**config.mk**
```make
export PLATFORM = sky130hd
export DESIGN_NAME = rxem_regs
export DESIGN_NICKNAME = d
export VERILOG_FILES = /design/src/rtl/rxem_pkg.sv /design/src/rtl/rxem_regs.sv
export VERILOG_INCLUDE_DIRS = /design/src /design/src/rtl
export SDC_FILE = /design/constraint.sdc
export NUM_CORES = 1
export LEC_CHECK = 0
export ABC_AREA = 1
export BUFFER_PORTS_ARGS = -buffer_cell sky130_fd_sc_hd__buf_2
export CAP_MARGIN = 40
export CORE_AREA = 4 4 89 91
export CTS_CLUSTER_DIAMETER = 40
export DETAILED_ROUTE_END_ITERATION = 10
export DIE_AREA = 0 0 93 95
export GPL_TIMING_DRIVEN = 0
export PLACE_DENSITY = 0.85
export SYNTH_ARGS = -nofsm -noshare
export SYNTH_HDL_FRONTEND = slang
export SYNTH_SLANG_ARGS = --single-unit
```
**constraint.sdc**
```tcl
create_clock -name CLOCK -period 4.64 [get_ports CLOCK]
set_clock_uncertainty 0.05 [all_clocks]
set_input_delay 0.928 -clock CLOCK [delete_from_list [all_inputs] [get_ports CLOCK]]
set_output_delay 0.928 -clock CLOCK [all_outputs]
set_load 0.005 [all_outputs]
```
**src/rtl/rxem_map.svh**
```systemverilog
// Constants of the receive-enable mask and exception flag register bank.
// Assumes a byte-wide register port with twelve address bits.
`ifndef RXEM_MAP_SVH
`define RXEM_MAP_SVH

// Register offsets.
`define RXEM_OFF_CTRL      12'h00D
`define RXEM_OFF_MASK_LO   12'h00E
`define RXEM_OFF_MASK_HI   12'h00F
`define RXEM_OFF_EXC_LO    12'h010
`define RXEM_OFF_IRQ_STAT  12'h020
`define RXEM_OFF_IRQ_MASK  12'h021

// Reset values.
`define RXEM_CTRL_RESET    3'h1
`define RXEM_MASK_RESET    16'h0000
`define RXEM_BYTE_RESET    8'h00

// Control field positions.
`define RXEM_CTRL_TXSET    0
`define RXEM_CTRL_UNDIGN   1
`define RXEM_CTRL_ACKFRC   2

// Mask bits touched by dedicated strobes.
`define RXEM_BIT_TXON      14
`define RXEM_BIT_RXON      15
`define RXEM_BIT_STB13     13

// Exception bit positions.
`define RXEM_EXC_UNDERRUN  3
`define RXEM_EXC_MASKZERO  7

`endif

```
**src/rtl/rxem_pkg.sv**
```systemverilog
// Types of the receive-enable mask and exception flag register bank.
// Assumes the constants header is compiled alongside.
package rxem_pkg;

   typedef logic [11:0] rxem_addr_type;
   typedef logic [7:0]  rxem_byte_type;
   typedef logic [15:0] rxem_mask_type;

   // Whole state of the bank, registered in one process.
   typedef struct packed {
      logic [2:0]    ctrl;
      rxem_mask_type mask;
      rxem_byte_type exc;
      rxem_byte_type irq_stat;
      rxem_byte_type irq_mask;
      rxem_byte_type rdata;
      logic          ack_pend;
      logic          tx_abort;
      logic          rx_auto;
      logic          irq;
   } rxem_state_type;

endpackage

```
**src/rtl/rxem_regs.sv**
```systemverilog
// Frame-handling options, receive-enable mask and low exception flags.
// Assumes strobes, instructions and the register port are synchronous
// to CLOCK, each strobe one cycle long, and CE gating all state.
`timescale 1ns/100ps
`include "rxem_map.svh"

module rxem_regs
   import rxem_pkg::*;
(
   input  wire logic          CLOCK,
   input  wire logic          SRST,
   input  wire logic          CE,
   input  wire rxem_addr_type ADDR,
   input  wire rxem_byte_type WDATA,
   input  wire logic          WR,
   input  wire logic          RD,
   output      rxem_byte_type RDATA,
   input  wire logic          BIT_SET_INS,
   input  wire logic          BIT_CLR_INS,
   input  wire logic [3:0]    BIT_INDEX,
   input  wire logic          TRANSMIT_ON_STROBE,
   input  wire logic          RECEIVE_ON_STROBE,
   input  wire logic          RADIO_OFF_STROBE,
   input  wire logic          MASK_OR_INSTRUCTION,
   input  wire rxem_mask_type OR_OPERAND,
   input  wire logic          MASK_AND_INSTRUCTION,
   input  wire rxem_mask_type AND_OPERAND,
   input  wire logic          BIT13_SET_STROBE,
   input  wire logic          BIT13_CLEAR_STROBE,
   input  wire logic [6:0]    EXC_EVENT,
   input  wire logic          ACK_PENDING_IN,
   input  wire logic          TX_UNDERRUN_IN,
   output      rxem_mask_type RX_ENABLE_MASK,
   output      logic          RX_AUTO_ENABLE,
   output      logic          ACK_PENDING_OUT,
   output      logic          TX_ABORT,
   output      rxem_byte_type EXCEPTION_PENDING,
   output      logic          IRQ
);

   rxem_state_type r;
   rxem_state_type next_r;

   // Decodes of the register port.
   logic wr_ctrl;
   logic wr_lo;
   logic wr_hi;
   logic wr_exc;
   logic wr_imask;
   logic rd_istat;
   assign wr_ctrl  = WR && (ADDR == `RXEM_OFF_CTRL);
   assign wr_lo    = WR && (ADDR == `RXEM_OFF_MASK_LO);
   assign wr_hi    = WR && (ADDR == `RXEM_OFF_MASK_HI);
   assign wr_exc   = WR && (ADDR == `RXEM_OFF_EXC_LO);
   assign wr_imask = WR && (ADDR == `RXEM_OFF_IRQ_MASK);
   assign rd_istat = RD && (ADDR == `RXEM_OFF_IRQ_STAT);

   // Per-bit resolution of all mask sources.
   rxem_mask_type bus_sel;
   rxem_mask_type bus_val;
   rxem_mask_type stb_val;
   rxem_mask_type mask_new;

   genvar gi;
   generate
      for (gi = 0; gi < 16; gi++)
      begin : g_bit
         logic hit;
         logic wr_byte;
         assign hit = (BIT_INDEX == 4'(gi));
         // low byte at lower address, high byte above.
         assign wr_byte = (gi < 8) ? wr_lo : wr_hi;
         // writes and single-bit instructions reach every bit.
         assign bus_sel[gi] = wr_byte || ((BIT_SET_INS || BIT_CLR_INS) && hit);
         assign bus_val[gi] = wr_byte ? WDATA[gi % 8] : BIT_SET_INS;
         // fixed order among strobes, highest first.
         // Each source except the radio-off strobe only claims a bit it really changes,
         // so the other sources acting on different bits never shadow one another.
         always_comb
         begin
            if (RADIO_OFF_STROBE)
               stb_val[gi] = 1'b0;
            // transmit strobe sets bit 14 when enabled.
            else if (TRANSMIT_ON_STROBE && r.ctrl[`RXEM_CTRL_TXSET]
                     && gi == `RXEM_BIT_TXON)
               stb_val[gi] = 1'b1;
            else if (RECEIVE_ON_STROBE && gi == `RXEM_BIT_RXON)
               stb_val[gi] = 1'b1;
            // OR only changes bits where its operand is one.
            else if (MASK_OR_INSTRUCTION && OR_OPERAND[gi])
               stb_val[gi] = 1'b1;
            // AND only changes bits where its operand is zero.
            else if (MASK_AND_INSTRUCTION && !AND_OPERAND[gi])
               stb_val[gi] = 1'b0;
            // dedicated set and clear of bit 13.
            else if (BIT13_SET_STROBE && gi == `RXEM_BIT_STB13)
               stb_val[gi] = 1'b1;
            else if (BIT13_CLEAR_STROBE && gi == `RXEM_BIT_STB13)
               stb_val[gi] = 1'b0;
            else
               stb_val[gi] = r.mask[gi];
         end
         // data bus overrides, untouched bits keep strobe result.
         assign mask_new[gi] = bus_sel[gi] ? bus_val[gi] : stb_val[gi];
      end
   endgenerate

   // Exception events, with the internally detected ones merged in.
   rxem_byte_type exc_ev;
   always_comb
   begin
      exc_ev = {1'b0, EXC_EVENT};
      // an ignored underrun is not detected and raises nothing.
      if (r.ctrl[`RXEM_CTRL_UNDIGN])
         exc_ev[`RXEM_EXC_UNDERRUN] = 1'b0;
      // mask falling to zero raises its exception.
      exc_ev[`RXEM_EXC_MASKZERO] = (r.mask != 16'h0000)
                                   && (mask_new == 16'h0000);
   end

   // Next-state assembly of the whole bank.
   always_comb
   begin
      next_r = r;
      next_r.mask = mask_new;
      // only the three low control bits exist.
      if (wr_ctrl)
         next_r.ctrl = WDATA[2:0];
      // writes may only drop flags; events set them, set wins.
      if (wr_exc)
         next_r.exc = (r.exc & WDATA) | exc_ev;
      else
         next_r.exc = r.exc | exc_ev;
      if (wr_imask)
         next_r.irq_mask = WDATA;
      // Reading the status empties it, but an event in that cycle stays.
      if (rd_istat)
         next_r.irq_stat = exc_ev;
      else
         next_r.irq_stat = r.irq_stat | exc_ev;
      next_r.irq = |(next_r.irq_stat & next_r.irq_mask);
      // non-zero mask asks the main state machine for receive.
      next_r.rx_auto = (mask_new != 16'h0000);
      // force bit overrides the filtered pending bit.
      next_r.ack_pend = r.ctrl[`RXEM_CTRL_ACKFRC] || ACK_PENDING_IN;
      next_r.tx_abort = TX_UNDERRUN_IN && !r.ctrl[`RXEM_CTRL_UNDIGN];
      // Read data stand one cycle, zero otherwise and for holes.
      next_r.rdata = `RXEM_BYTE_RESET;
      if (RD)
      begin
         case (ADDR)
            `RXEM_OFF_CTRL:     next_r.rdata = {5'h00, r.ctrl};
            `RXEM_OFF_MASK_LO:  next_r.rdata = r.mask[7:0];
            `RXEM_OFF_MASK_HI:  next_r.rdata = r.mask[15:8];
            `RXEM_OFF_EXC_LO:   next_r.rdata = r.exc;
            `RXEM_OFF_IRQ_STAT: next_r.rdata = r.irq_stat;
            `RXEM_OFF_IRQ_MASK: next_r.rdata = r.irq_mask;
            default:            next_r.rdata = `RXEM_BYTE_RESET;
         endcase
      end
   end

   // State register; CE low freezes everything including read data.
   always_ff @(posedge CLOCK)
   begin
      if (SRST)
      begin
         r          <= '0;
         r.ctrl     <= `RXEM_CTRL_RESET;
         r.mask     <= `RXEM_MASK_RESET;
      end
      else if (CE)
         r <= next_r;
   end

   assign RDATA             = r.rdata;
   assign RX_ENABLE_MASK    = r.mask;
   assign RX_AUTO_ENABLE    = r.rx_auto;
   assign ACK_PENDING_OUT   = r.ack_pend;
   assign TX_ABORT          = r.tx_abort;
   assign EXCEPTION_PENDING = r.exc;
   assign IRQ               = r.irq;
endmodule

```
==> flow_metrics.tcl, run 1 <==
set metrics [dict create \
    status "finished clean" \
    synthCells 653 \
    die_w_um 93 \
    synth_area_leaders "dfxtp_1 28%, nand2_1 14%, inv_1 8.5%, o21ai_0 7.5%, nand3_1 6.5%" \
    antenna_found_initial 0 \
    cp_max_fo 6 \
    avgSynthCellArea_um2 6.09 \
    slew_violations 0 \
    insertion_delay_ns 0.33 \
    r2r_slack_ns 2.80 \
    p_total_mw 1.16 \
    worstHoldStart "r[24]$_SDFFE_PP0P_" \
    gr-total-overflow 0 \
    vias 4938 \
    fp.coreArea_mm2 0.00714 \
    grt_first_pass_wirelength_um 21900 \
    synth.net_count 732 \
    synth_top_area_cell "dfxtp_1" \
    grt_pass1_vias 4543 \
    vdd_drop_max_mv 0.139 \
    setup_slack_ns 1.78 \
    synthTopCellsByCount "153 x nand2_1, 90 x inv_1, 65 x nor2_1" \
    dieHeight_um 95 \
    hold_end "r[24]$_SDFFE_PP0P_" \
    worstSetupEndpointType "register" \
    cts_resized 0 \
    routed_wl_um 14100 \
    numPortBuffers 108 \
    tritoncts "yes" \
    cts.htree.levels 2 \
    vias_per_cell 5.69 \
    final_layout_size_suffix_gt1_frac 0.220 \
    synth-edff-count 0 \
    maxCapViolations 0 \
    grt_max_degree 18 \
    hold_viol 0 \
    start_util 0.558 \
    path_class "in2reg" \
    drt_iter0_drc 633 \
    postPlaceCellArea_mm2 0.00464 \
    area_delta_synth_final_pct 20.1 \
    slew_headroom 0.599 \
    hp-class "reg2reg" \
    final_area_mm2 0.00478 \
    timing.rr.end "IRQ$_SDFFE_PP0P_" \
    cp.required_ns 4.85 \
    yosysWarnings 0 \
    dp_hpwl_um 11200 \
    layout.nets 847 \
    cts_buffers 5 \
    startpoint_type "input port" \
    setup_violations 0 \
    wire_per_inst_um 16.2 \
    fmax_mhz 350 \
    synth_top_area_frac 0.277 \
    hold_buffers 0 \
    rows 31 \
    ios 115 \
    antenna_cells 0 \
    synthDistinctLibCells 33 \
    pwr_density_cell_mw_per_mm2 242 \
    tightest_slew_ns 0.602 \
    drcViolationCount 0 \
    finalCriticalPeriod_ns 2.86 \
    fin_crit_sh 0.616 \
    cts.sinks 55 \
    min_path_cells 2 \
    netlist_area_mm2 0.00398 \
    grt.total_usage 0.318 \
    synth_flop_cell "dfxtp_1" \
    leakagePower_nw 2.53 \
    drtPass1Iterations 6 \
    finalSetupTns_ns 0 \
    cts_setup_buffers 0 \
    synth.most_common_cell "nand2_1" \
    clk_pin_slew_ns 0.10 \
    worstRegToRegCells 13 \
    rsz0062_at_grt "no" \
    arrival_ns 3.07 \
    yosysSeqAreaShare 0.277 \
    rr_startpoint "RX_ENABLE_MASK[2]$_SDFFE_PP0P_" \
    die_area_mm2 0.00884 \
    ys_ff_latch 55 \
    synth-async-reset-ratio 0 \
    crit_path_start "ADDR[11]" \
    drtAntennaViolNets 0 \
    gp_congestion 0.994 \
    clk_path_buf_depth 2 \
    cts_root_buf "clkbuf_8" \
    post-place-ws_ns 1.60 \
]
[where the power goes]
part           internal, mW  switching, mW
registers             0.497         0.0267
clock network         0.215          0.168
logic                 0.103          0.147
[area by class of cell]
type | count | area [um2]
flip-flops and latches | 55 | 1100
clock inverters | 3 | 67.6
multi-input cells | 448 | 2160
inverters | 92 | 345
well taps | 99 | 124
clock buffers | 5 | 68.8
repair buffers | 108 | 541
plain buffers | 58 | 369
fillers | 708 | 2360
[flip-flops by register name (all words and copies together) (netlist names)]
| name | cells |
|---|---|
| EXCEPTION_PENDING | 8 |
| TX_ABORT | 1 |
| RX_AUTO_ENABLE | 1 |
| IRQ | 1 |
| r | 19 |
| ACK_PENDING_OUT | 1 |
| RDATA | 8 |
| RX_ENABLE_MASK | 16 |
[cell usage in the layout, fill, tap and decap left out]
master and instances:
buf_2 109, o21bai_1 4, nand3_4 2, clkinvlp_4 1
dfxtp_1 55, a21oi_2 1, a21oi_1 44, o22ai_1 5
o211ai_1 5, nor4_1 6, a31oi_1 3, nor3_1 2
clkinv_1 1, nor2_1 65, nand3_1 52, a22o_1 2
nand3b_1 9, clkbuf_8 5, inv_2 1, bufinv_16 2
nand2_2 3, clkbuf_1 16, or2_4 1, a211oi_1 6
o21ai_0 60, buf_6 3, buf_1 4, inv_1 90
nor2_4 1, nor2_8 2, buf_4 34, nand3_2 1
nor2_2 3, o31ai_1 4, nand2_1 153, nand4_1 14
[worst max path at each step]
stage,to,slack [ns],depth (start not counted)
after global placement,RDATA[3]$_SDFFE_PP0P_,1.58,10
after detailed placement,RDATA[3]$_SDFFE_PP0P_,1.60,10
after floorplan,IRQ$_SDFFE_PP0P_,2.21,14
final,RDATA[3]$_SDFFE_PP0P_,1.78,10
after global routing,RDATA[3]$_SDFFE_PP0P_,1.57,10
after CTS,RDATA[3]$_SDFFE_PP0P_,1.91,10
[per-layer routing]
| layer | global-route usage | up-vias | routed length [um] |
|---|---|---|---|
| li1 | - | 2315 | - |
| met1 | 0.412 | 2277 | 5650 |
| met2 | 0.528 | 300 | 6570 |
| met3 | 0.0598 | 44 | 1450 |
| met4 | 0.109 | 2 | 370 |
| met5 | 0.0357 | - | 34 |
[metrics by stage]
stage                     utilization  hold WS (ns)  instances
after detailed placement        0.651         0.404        860
after CTS                       0.670         0.420        868
after global placement          0.651         0.400        860
after floorplan                     -         0.391        653
after global routing            0.670         0.434        868
final                           0.670         0.418        868
[cell families after synthesis]
logic type | count (synthesis) | share of synthesized area
simple gates | 314 | 0.358
buf+inv | 150 | 0.180
compound gates | 134 | 0.186
flops | 55 | 0.277
[critical path: stages]
cell and delay (ns):
buf_2 0.10, nor2_1 0.11, nand2_2 0.16, nor4_1 0.47, nand2_1 0.25, nand2_1 0.11
nor2_1 0.04, a31oi_1 0.39, o21ai_0 0.31, a21oi_1 0.18
No activity file was read; power rests on OpenSTA's default activity.
==> inputs of run 2 (changes only) <==
--- a/config.mk
+++ b/config.mk
@@ -6,15 +6,15 @@
 export SDC_FILE = /design/constraint.sdc
 export NUM_CORES = 1
 export LEC_CHECK = 0
-export ABC_AREA = 1
+export ABC_AREA = 0
 export BUFFER_PORTS_ARGS = -buffer_cell sky130_fd_sc_hd__buf_2
 export CAP_MARGIN = 40
-export CORE_AREA = 4 4 89 91
+export CORE_AREA = 4 4 91 93
 export CTS_CLUSTER_DIAMETER = 40
 export DETAILED_ROUTE_END_ITERATION = 10
-export DIE_AREA = 0 0 93 95
+export DIE_AREA = 0 0 95 97
 export GPL_TIMING_DRIVEN = 0
-export PLACE_DENSITY = 0.85
+export PLACE_DENSITY = 0.78
 export SYNTH_ARGS = -nofsm -noshare
 export SYNTH_HDL_FRONTEND = slang
 export SYNTH_SLANG_ARGS = --single-unit
==> constraint.sdc (replaced) <==
create_clock -name CLOCK -period 3 [get_ports CLOCK]
set_clock_uncertainty 0.05 [all_clocks]
set_input_delay 0.6 -clock CLOCK [delete_from_list [all_inputs] [get_ports CLOCK]]
set_output_delay 0.6 -clock CLOCK [all_outputs]
set_load 0.005 [all_outputs]
==> run 2 against run 1 <==
  * Cell area fell by 4.2%
  * Wire length fell by 6.2%
  * Die area rose by 4.3%
  * First-iteration DRC count fell by 49%
  * Global-route usage fell by 3.6 points
  * Utilization fell by 6.1 points
  * Flip-flop and latch count did not move
  * Via count fell by 11%
  * Sequential share of layout area rose by 1.0 points
  * Largest cell class unchanged
==> flow_metrics.tcl, run 2 <==
set metrics [dict create \
    yosysWarnings 0 \
    fin_util 0.608 \
    maxCapViolations 0 \
    ys_ff_latch 55 \
    pwr-share-seq 0.509 \
    slew_violations 0 \
    clk_path_buf_depth 2 \
    ios 115 \
    grt_max_degree 17 \
    clk_pin_slew_ns 0.10 \
    p_switching_uw 472 \
    numPortBuffers 107 \
    tritoncts "yes" \
    synthTopCellsByCount "76 x nand2_1, 55 x dfxtp_1, 54 x a21oi_1" \
    synthDistinctLibCells 51 \
    synth_top_area_cell "dfxtp_1" \
    switching_share 0.306 \
    vias 4409 \
    drtAntennaViolNets 0 \
    finalSetupTns_ns 0 \
    worstSetupEndpointType "register" \
    grt_pass1_vias 4223 \
    cts.htree.levels 2 \
    final_common_cell "buf_2" \
    gr-total-overflow 0 \
    startpoint_type "input port" \
    drcViolationCount 0 \
    fillers 726 \
    largest_reg_flops 19 \
    die_area_mm2 0.00922 \
    path_class "in2reg" \
    busiest_layer "met2" \
    final_layout_size_suffix_gt1_frac 0.269 \
    rsz0062_at_grt "yes" \
    cp_slowest_stage_delay_ns 0.56 \
    synthCells 514 \
    cts_buffers 5 \
    postPlaceCellArea_mm2 0.00446 \
    synth-edff-count 0 \
    cp.required_ns 3.17 \
    clkPwrFrac 0.265 \
    met1_usage 0.345 \
    insertion_delay_ns 0.31 \
    dieHeight_um 97 \
    wire_per_inst_um 18.0 \
    leakagePower_nw 1.89 \
    rows 32 \
    fp.coreArea_mm2 0.00753 \
    final_cell_mix "108 x buf_2, 76 x nand2_1, 55 x dfxtp_1" \
    max_flop_register "r" \
    use_met3 0.0373 \
    final_area_mm2 0.00458 \
    synth_area_leaders "dfxtp_1 29%, nand2_1 7.6%, a21oi_1 7.2%, mux2i_1 6.4%, buf_4 6.4%" \
    worstPathCellList "buf_2, or4_4, or4_4, or3_4, nand3_1, o22ai_1, nor3b_2, buf_4, buf_4, a311oi_1" \
    hold_buffers 0 \
    hp-class "reg2reg" \
    pwr_density_cell_mw_per_mm2 337 \
    synth_flop_cell "dfxtp_1" \
    gp_congestion 0.969 \
    area_delta_synth_final_pct 21.6 \
    tightest_slew_ns 0.617 \
    fmax_mhz 334 \
    hold_viol 0 \
    finalCriticalPeriod_ns 2.99 \
    cts.sinks 55 \
    cts_root_buf "clkbuf_8" \
    crit_slowest_cell "or4_4" \
    vias_per_cell 6.00 \
    die_w_um 95 \
    setup_slack_ns 0.00667 \
    cp_max_fo 6 \
    combPwrFrac 0.226 \
    arrival_ns 3.16 \
    netlist_area_mm2 0.00376 \
    fin_crit_sh 0.998 \
    p_int_mw 1.07 \
    dp_hpwl_um 10200 \
    vdd_drop_max_mv 0.226 \
    drt_iter0_drc 320 \
    drtPass1Iterations 5 \
    antenna_cells 0 \
    start_util 0.500 \
    routed_wl_um 13200 \
    synth_top_area_frac 0.293 \
    synth.most_common_cell "nand2_1" \
    grt_first_pass_wirelength_um 20700 \
    status "finished clean" \
    met2_usage 0.489 \
    layout.nets 711 \
    synth.net_count 593 \
    antenna_found_initial 0 \
    avgSynthCellArea_um2 7.32 \
    post-place-ws_ns -0.410 \
    setup_violations 0 \
    yosysSeqAreaShare 0.293 \
    slew_headroom 0.589 \
    grt.total_usage 0.282 \
    synth-async-reset-ratio 0 \
]
## run 2: changes by cell type in the layout (fill, tap and decap cells not counted), moves of 13 or more
cell      before  now
nand2_1      153   76
mux2i_1        0   24
inv_1         90    4
nand3_1       52   10
nor2_1        65   49
a22oi_1        0   13
clkbuf_1      16   30
o21ai_0       60   28
## run 2: per-stage QoR
stage               hold slack [ns]  total power [mW]  cells
floorplan                     0.391             0.988    514
global placement              0.405              1.13    723
detailed placement            0.410              1.14    723
CTS                           0.423              1.53    731
global route                  0.452              1.61    735
finish                        0.425              1.54    735
## run 2: power by group through the flow
stage	clock network (mW)	logic [mW]	registers (mW)
detailed placement	0	0.334	0.801
CTS	0.408	0.339	0.784
global placement	0	0.327	0.801
global route	0.438	0.380	0.789
finish	0.408	0.349	0.786
floorplan	0	0.199	0.789
## run 2: layout make-up
type / count / area, um2 / area share
multi-input combinational: 389 / 2310 / 0.505
sequential: 55 / 1100 / 0.241
timing repair buffer: 113 / 576 / 0.126
buffer: 64 / 362 / 0.0790
tap: 102 / 128 / 0.0279
clock buffer: 6 / 72.6 / 0.0159
inverter: 4 / 15.0 / 0.00328
clock inverter: 2 / 12.5 / 0.00273
## run 2: worst paths after layout
path | start | endpoint | slack (ns) | cells past startpoint
max | ADDR[10] | RX_AUTO_ENABLE$_SDFFE_PP0P_ | 0.007 | 10
min | r[12]$_SDFFE_PP0P_ | r[12]$_SDFFE_PP0P_ | 0.42 | 2
max reg2reg | RX_ENABLE_MASK[13]$_SDFFE_PP0P_ | IRQ$_SDFFE_PP0P_ | 0.62 | 8
min reg2reg | r[12]$_SDFFE_PP0P_ | r[12]$_SDFFE_PP0P_ | 0.42 | 2
## run 2: cell families (layout without fill, tap and decap cells)
kind of cell,Yosys count,after routing,share of synthesized area
flops,55,55,0.293
mux,27,27,0.0728
simple gates,214,214,0.282
buf+inv,70,189,0.106
compound gates,148,148,0.247
## run 2: critical path, delay by kind of cell
kind,cells,cell delay (ns)
AOI/OAI and AO/OA,2,0.34
buffers and inverters,3,0.37
and+or+nand+nor,5,1.83
## run 2: metal layers
layer	wire, um	vias up
met1	5080	2030
met5	0	-
met3	1390	42
li1	-	2066
met4	473	0
met2	6260	271
## run 2: what timing repair did
item / 4_1_cts / 5_1_grt
endpoints found under the hold margin: 0 / 0
setup endpoints to repair: 2 / 1
setup buffers: 2 / 3
resized for setup: 2 / 2
pin swaps: 4 / 2
==> inputs of run 3 (changes only) <==
--- a/config.mk
+++ b/config.mk
@@ -9,10 +9,10 @@
 export ABC_AREA = 0
 export BUFFER_PORTS_ARGS = -buffer_cell sky130_fd_sc_hd__buf_2
 export CAP_MARGIN = 40
-export CORE_AREA = 4 4 91 93
+export CORE_AREA = 2 2 89 91
 export CTS_CLUSTER_DIAMETER = 40
 export DETAILED_ROUTE_END_ITERATION = 10
-export DIE_AREA = 0 0 95 97
+export DIE_AREA = 0 0 91 93
 export GPL_TIMING_DRIVEN = 0
 export PLACE_DENSITY = 0.78
 export SYNTH_ARGS = -nofsm -noshare
==> run 3 against run 2 <==
  * Die area is 8.2% lower
  * Cell count shrank 0.54%
  * Critical endpoint is now IRQ$_SDFFE_PP0P_
  * First-iteration DRC count is 3.4% higher
  * Flip-flop and latch count unchanged
  * Via count fell by 1.5%
  * Combinational power hardly changed
  * Power rose by 4.5%
  * Fmax grew 2.0%
==> flow_metrics.tcl, run 3 (synthesis gave the netlist of run 2 again) <==
set metrics [dict create \
    status "finished clean" \
    area_delta_synth_final_pct 21.9 \
    numPortBuffers 107 \
    final_cell_mix "108 x buf_2, 76 x nand2_1, 55 x dfxtp_1" \
    ios 115 \
    cts_buffers 5 \
    cts_root_buf "clkbuf_8" \
    worstPathCellList "buf_2, or4_4, or4_4, or3_4, nor2_4, o32ai_4, nor4_4, nand2_2, o31ai_2" \
    hold_buffers 0 \
    post-place-ws_ns -0.432 \
    gp_congestion 0.980 \
    leakagePower_nw 1.89 \
    cts.sinks 55 \
    antenna_cells 0 \
    multi_input_area_mm2 0.00232 \
    insertion_delay_ns 0.31 \
    tritoncts "yes" \
    hp-class "reg2reg" \
    clk_path_buf_depth 2 \
    layout.cells.non_filler 731 \
    die_area_mm2 0.00846 \
    setup_violations 0 \
    hold_viol 0 \
    routed_wl_um 13100 \
    worstSetupEndpointType "register" \
    vdd_drop_max_mv 0.268 \
    p_switching_uw 463 \
    max_flop_register "r" \
    dp_cells 723 \
    p_int_mw 1.15 \
    wire_per_inst_um 17.9 \
    switching_share 0.287 \
    grt_max_degree 16 \
    pwr_density_cell_mw_per_mm2 351 \
    pwr-share-seq 0.487 \
    vias 4344 \
    finalCriticalPeriod_ns 2.94 \
    dp_hpwl_um 10100 \
    die_w_um 91 \
    drcViolationCount 0 \
    start_util 0.500 \
    cts.htree.levels 2 \
    layout.nets 708 \
    combPwrFrac 0.215 \
    drt_iter0_drc 331 \
    gr-total-overflow 0 \
    startpoint_type "input port" \
    rows 32 \
    fmax_mhz 341 \
    slew_violations 0 \
    r2r_slack_ns 0.65 \
    tightest_slew_ns 0.953 \
    clkPwrFrac 0.298 \
    final_layout_size_suffix_gt1_frac 0.269 \
    crit_slowest_cell "or4_4" \
    cp.required_ns 3.18 \
    setup_slack_ns 0.0642 \
    regArea_mm2 0.00110 \
    maxCapViolations 0 \
    path_class "in2reg" \
    drtAntennaViolNets 0 \
    dieHeight_um 93 \
    final_common_cell "buf_2" \
    drtPass1Iterations 5 \
    slew_headroom 0.359 \
    grt.total_usage 0.308 \
    cp_common_cell "or4_4" \
    rsz0062_at_grt "yes" \
    fin_util 0.610 \
    arrival_ns 3.12 \
    cp_max_fo 11 \
    clk_pin_slew_ns 0.09 \
    fin_crit_sh 0.979 \
    largest_reg_flops 19 \
    fp.coreArea_mm2 0.00753 \
    grt_first_pass_wirelength_um 20800 \
    cp_slowest_stage_delay_ns 0.58 \
    fillers 759 \
    grt_pass1_vias 4152 \
    vias_per_cell 5.94 \
    antenna_found_initial 0 \
]
==> run 3: path summary, 6_finish.rpt <==
check        depth (start not counted)                            start               endpoint
max                                  9                         ADDR[10]       IRQ$_SDFFE_PP0P_
min                                  2            RDATA[2]$_SDFFE_PP0P_  RDATA[2]$_SDFFE_PP0P_
max reg2reg                          8  RX_ENABLE_MASK[13]$_SDFFE_PP0P_       IRQ$_SDFFE_PP0P_
min reg2reg                          2            RDATA[2]$_SDFFE_PP0P_  RDATA[2]$_SDFFE_PP0P_
==> run 3: cell type report <==
cell class	instances	area share
clock buffer	6	0.0158
clock inverter	1	0.00654
sequential	55	0.240
buffer	63	0.0780
tap	102	0.0278
inverter	4	0.00327
multi-input combinational	389	0.505
timing repair buffer	111	0.123
==> run 3: through the flow <==
stage | instance area, um2 | power, mW | TNS (ns) | hold slack [ns]
after floorplan | 3800 | 0.988 | -0.162 | 0.391
after global placement | 4460 | 1.13 | -2.25 | 0.405
after detailed placement | 4460 | 1.14 | -2.67 | 0.408
after CTS | 4580 | 1.61 | 0 | 0.421
after global routing | 4590 | 1.68 | -0.0240 | 0.448
final | 4590 | 1.61 | 0 | 0.419
==> run 3: worst max-delay path, delay by kind of cell <==
kind,cells,cell delay [ns]
and+or+nand+nor,6,2.11
buffers and inverters,1,0.10
AOI/OAI and AO/OA,2,0.29
==> run 3: layer usage <==
metal / up-vias / share of wire / GRT usage
met5: - / 0 / 0
met4: 0 / 0.042 / 0.152
met3: 46 / 0.10 / 0.0540
met2: 258 / 0.46 / 0.530
met1: 1976 / 0.40 / 0.371
li1: 2064 / - / -
==> run 3: power by group through the flow <==
stage	clock network, mW	logic (mW)	registers (mW)
6_report	0.481	0.346	0.786
2_1_floorplan	0	0.199	0.789
4_1_cts	0.485	0.339	0.784
3_5_place_dp	0	0.334	0.801
3_3_place_gp	0	0.329	0.801
5_1_grt	0.512	0.376	0.788
==> run 3: repair_timing <==
item | in CTS | in global routing
endpoints found under the setup margin | 2 | 1
resized for setup | 1 | 6
pin swaps | 5 | 6
setup buffers | 3 | 1
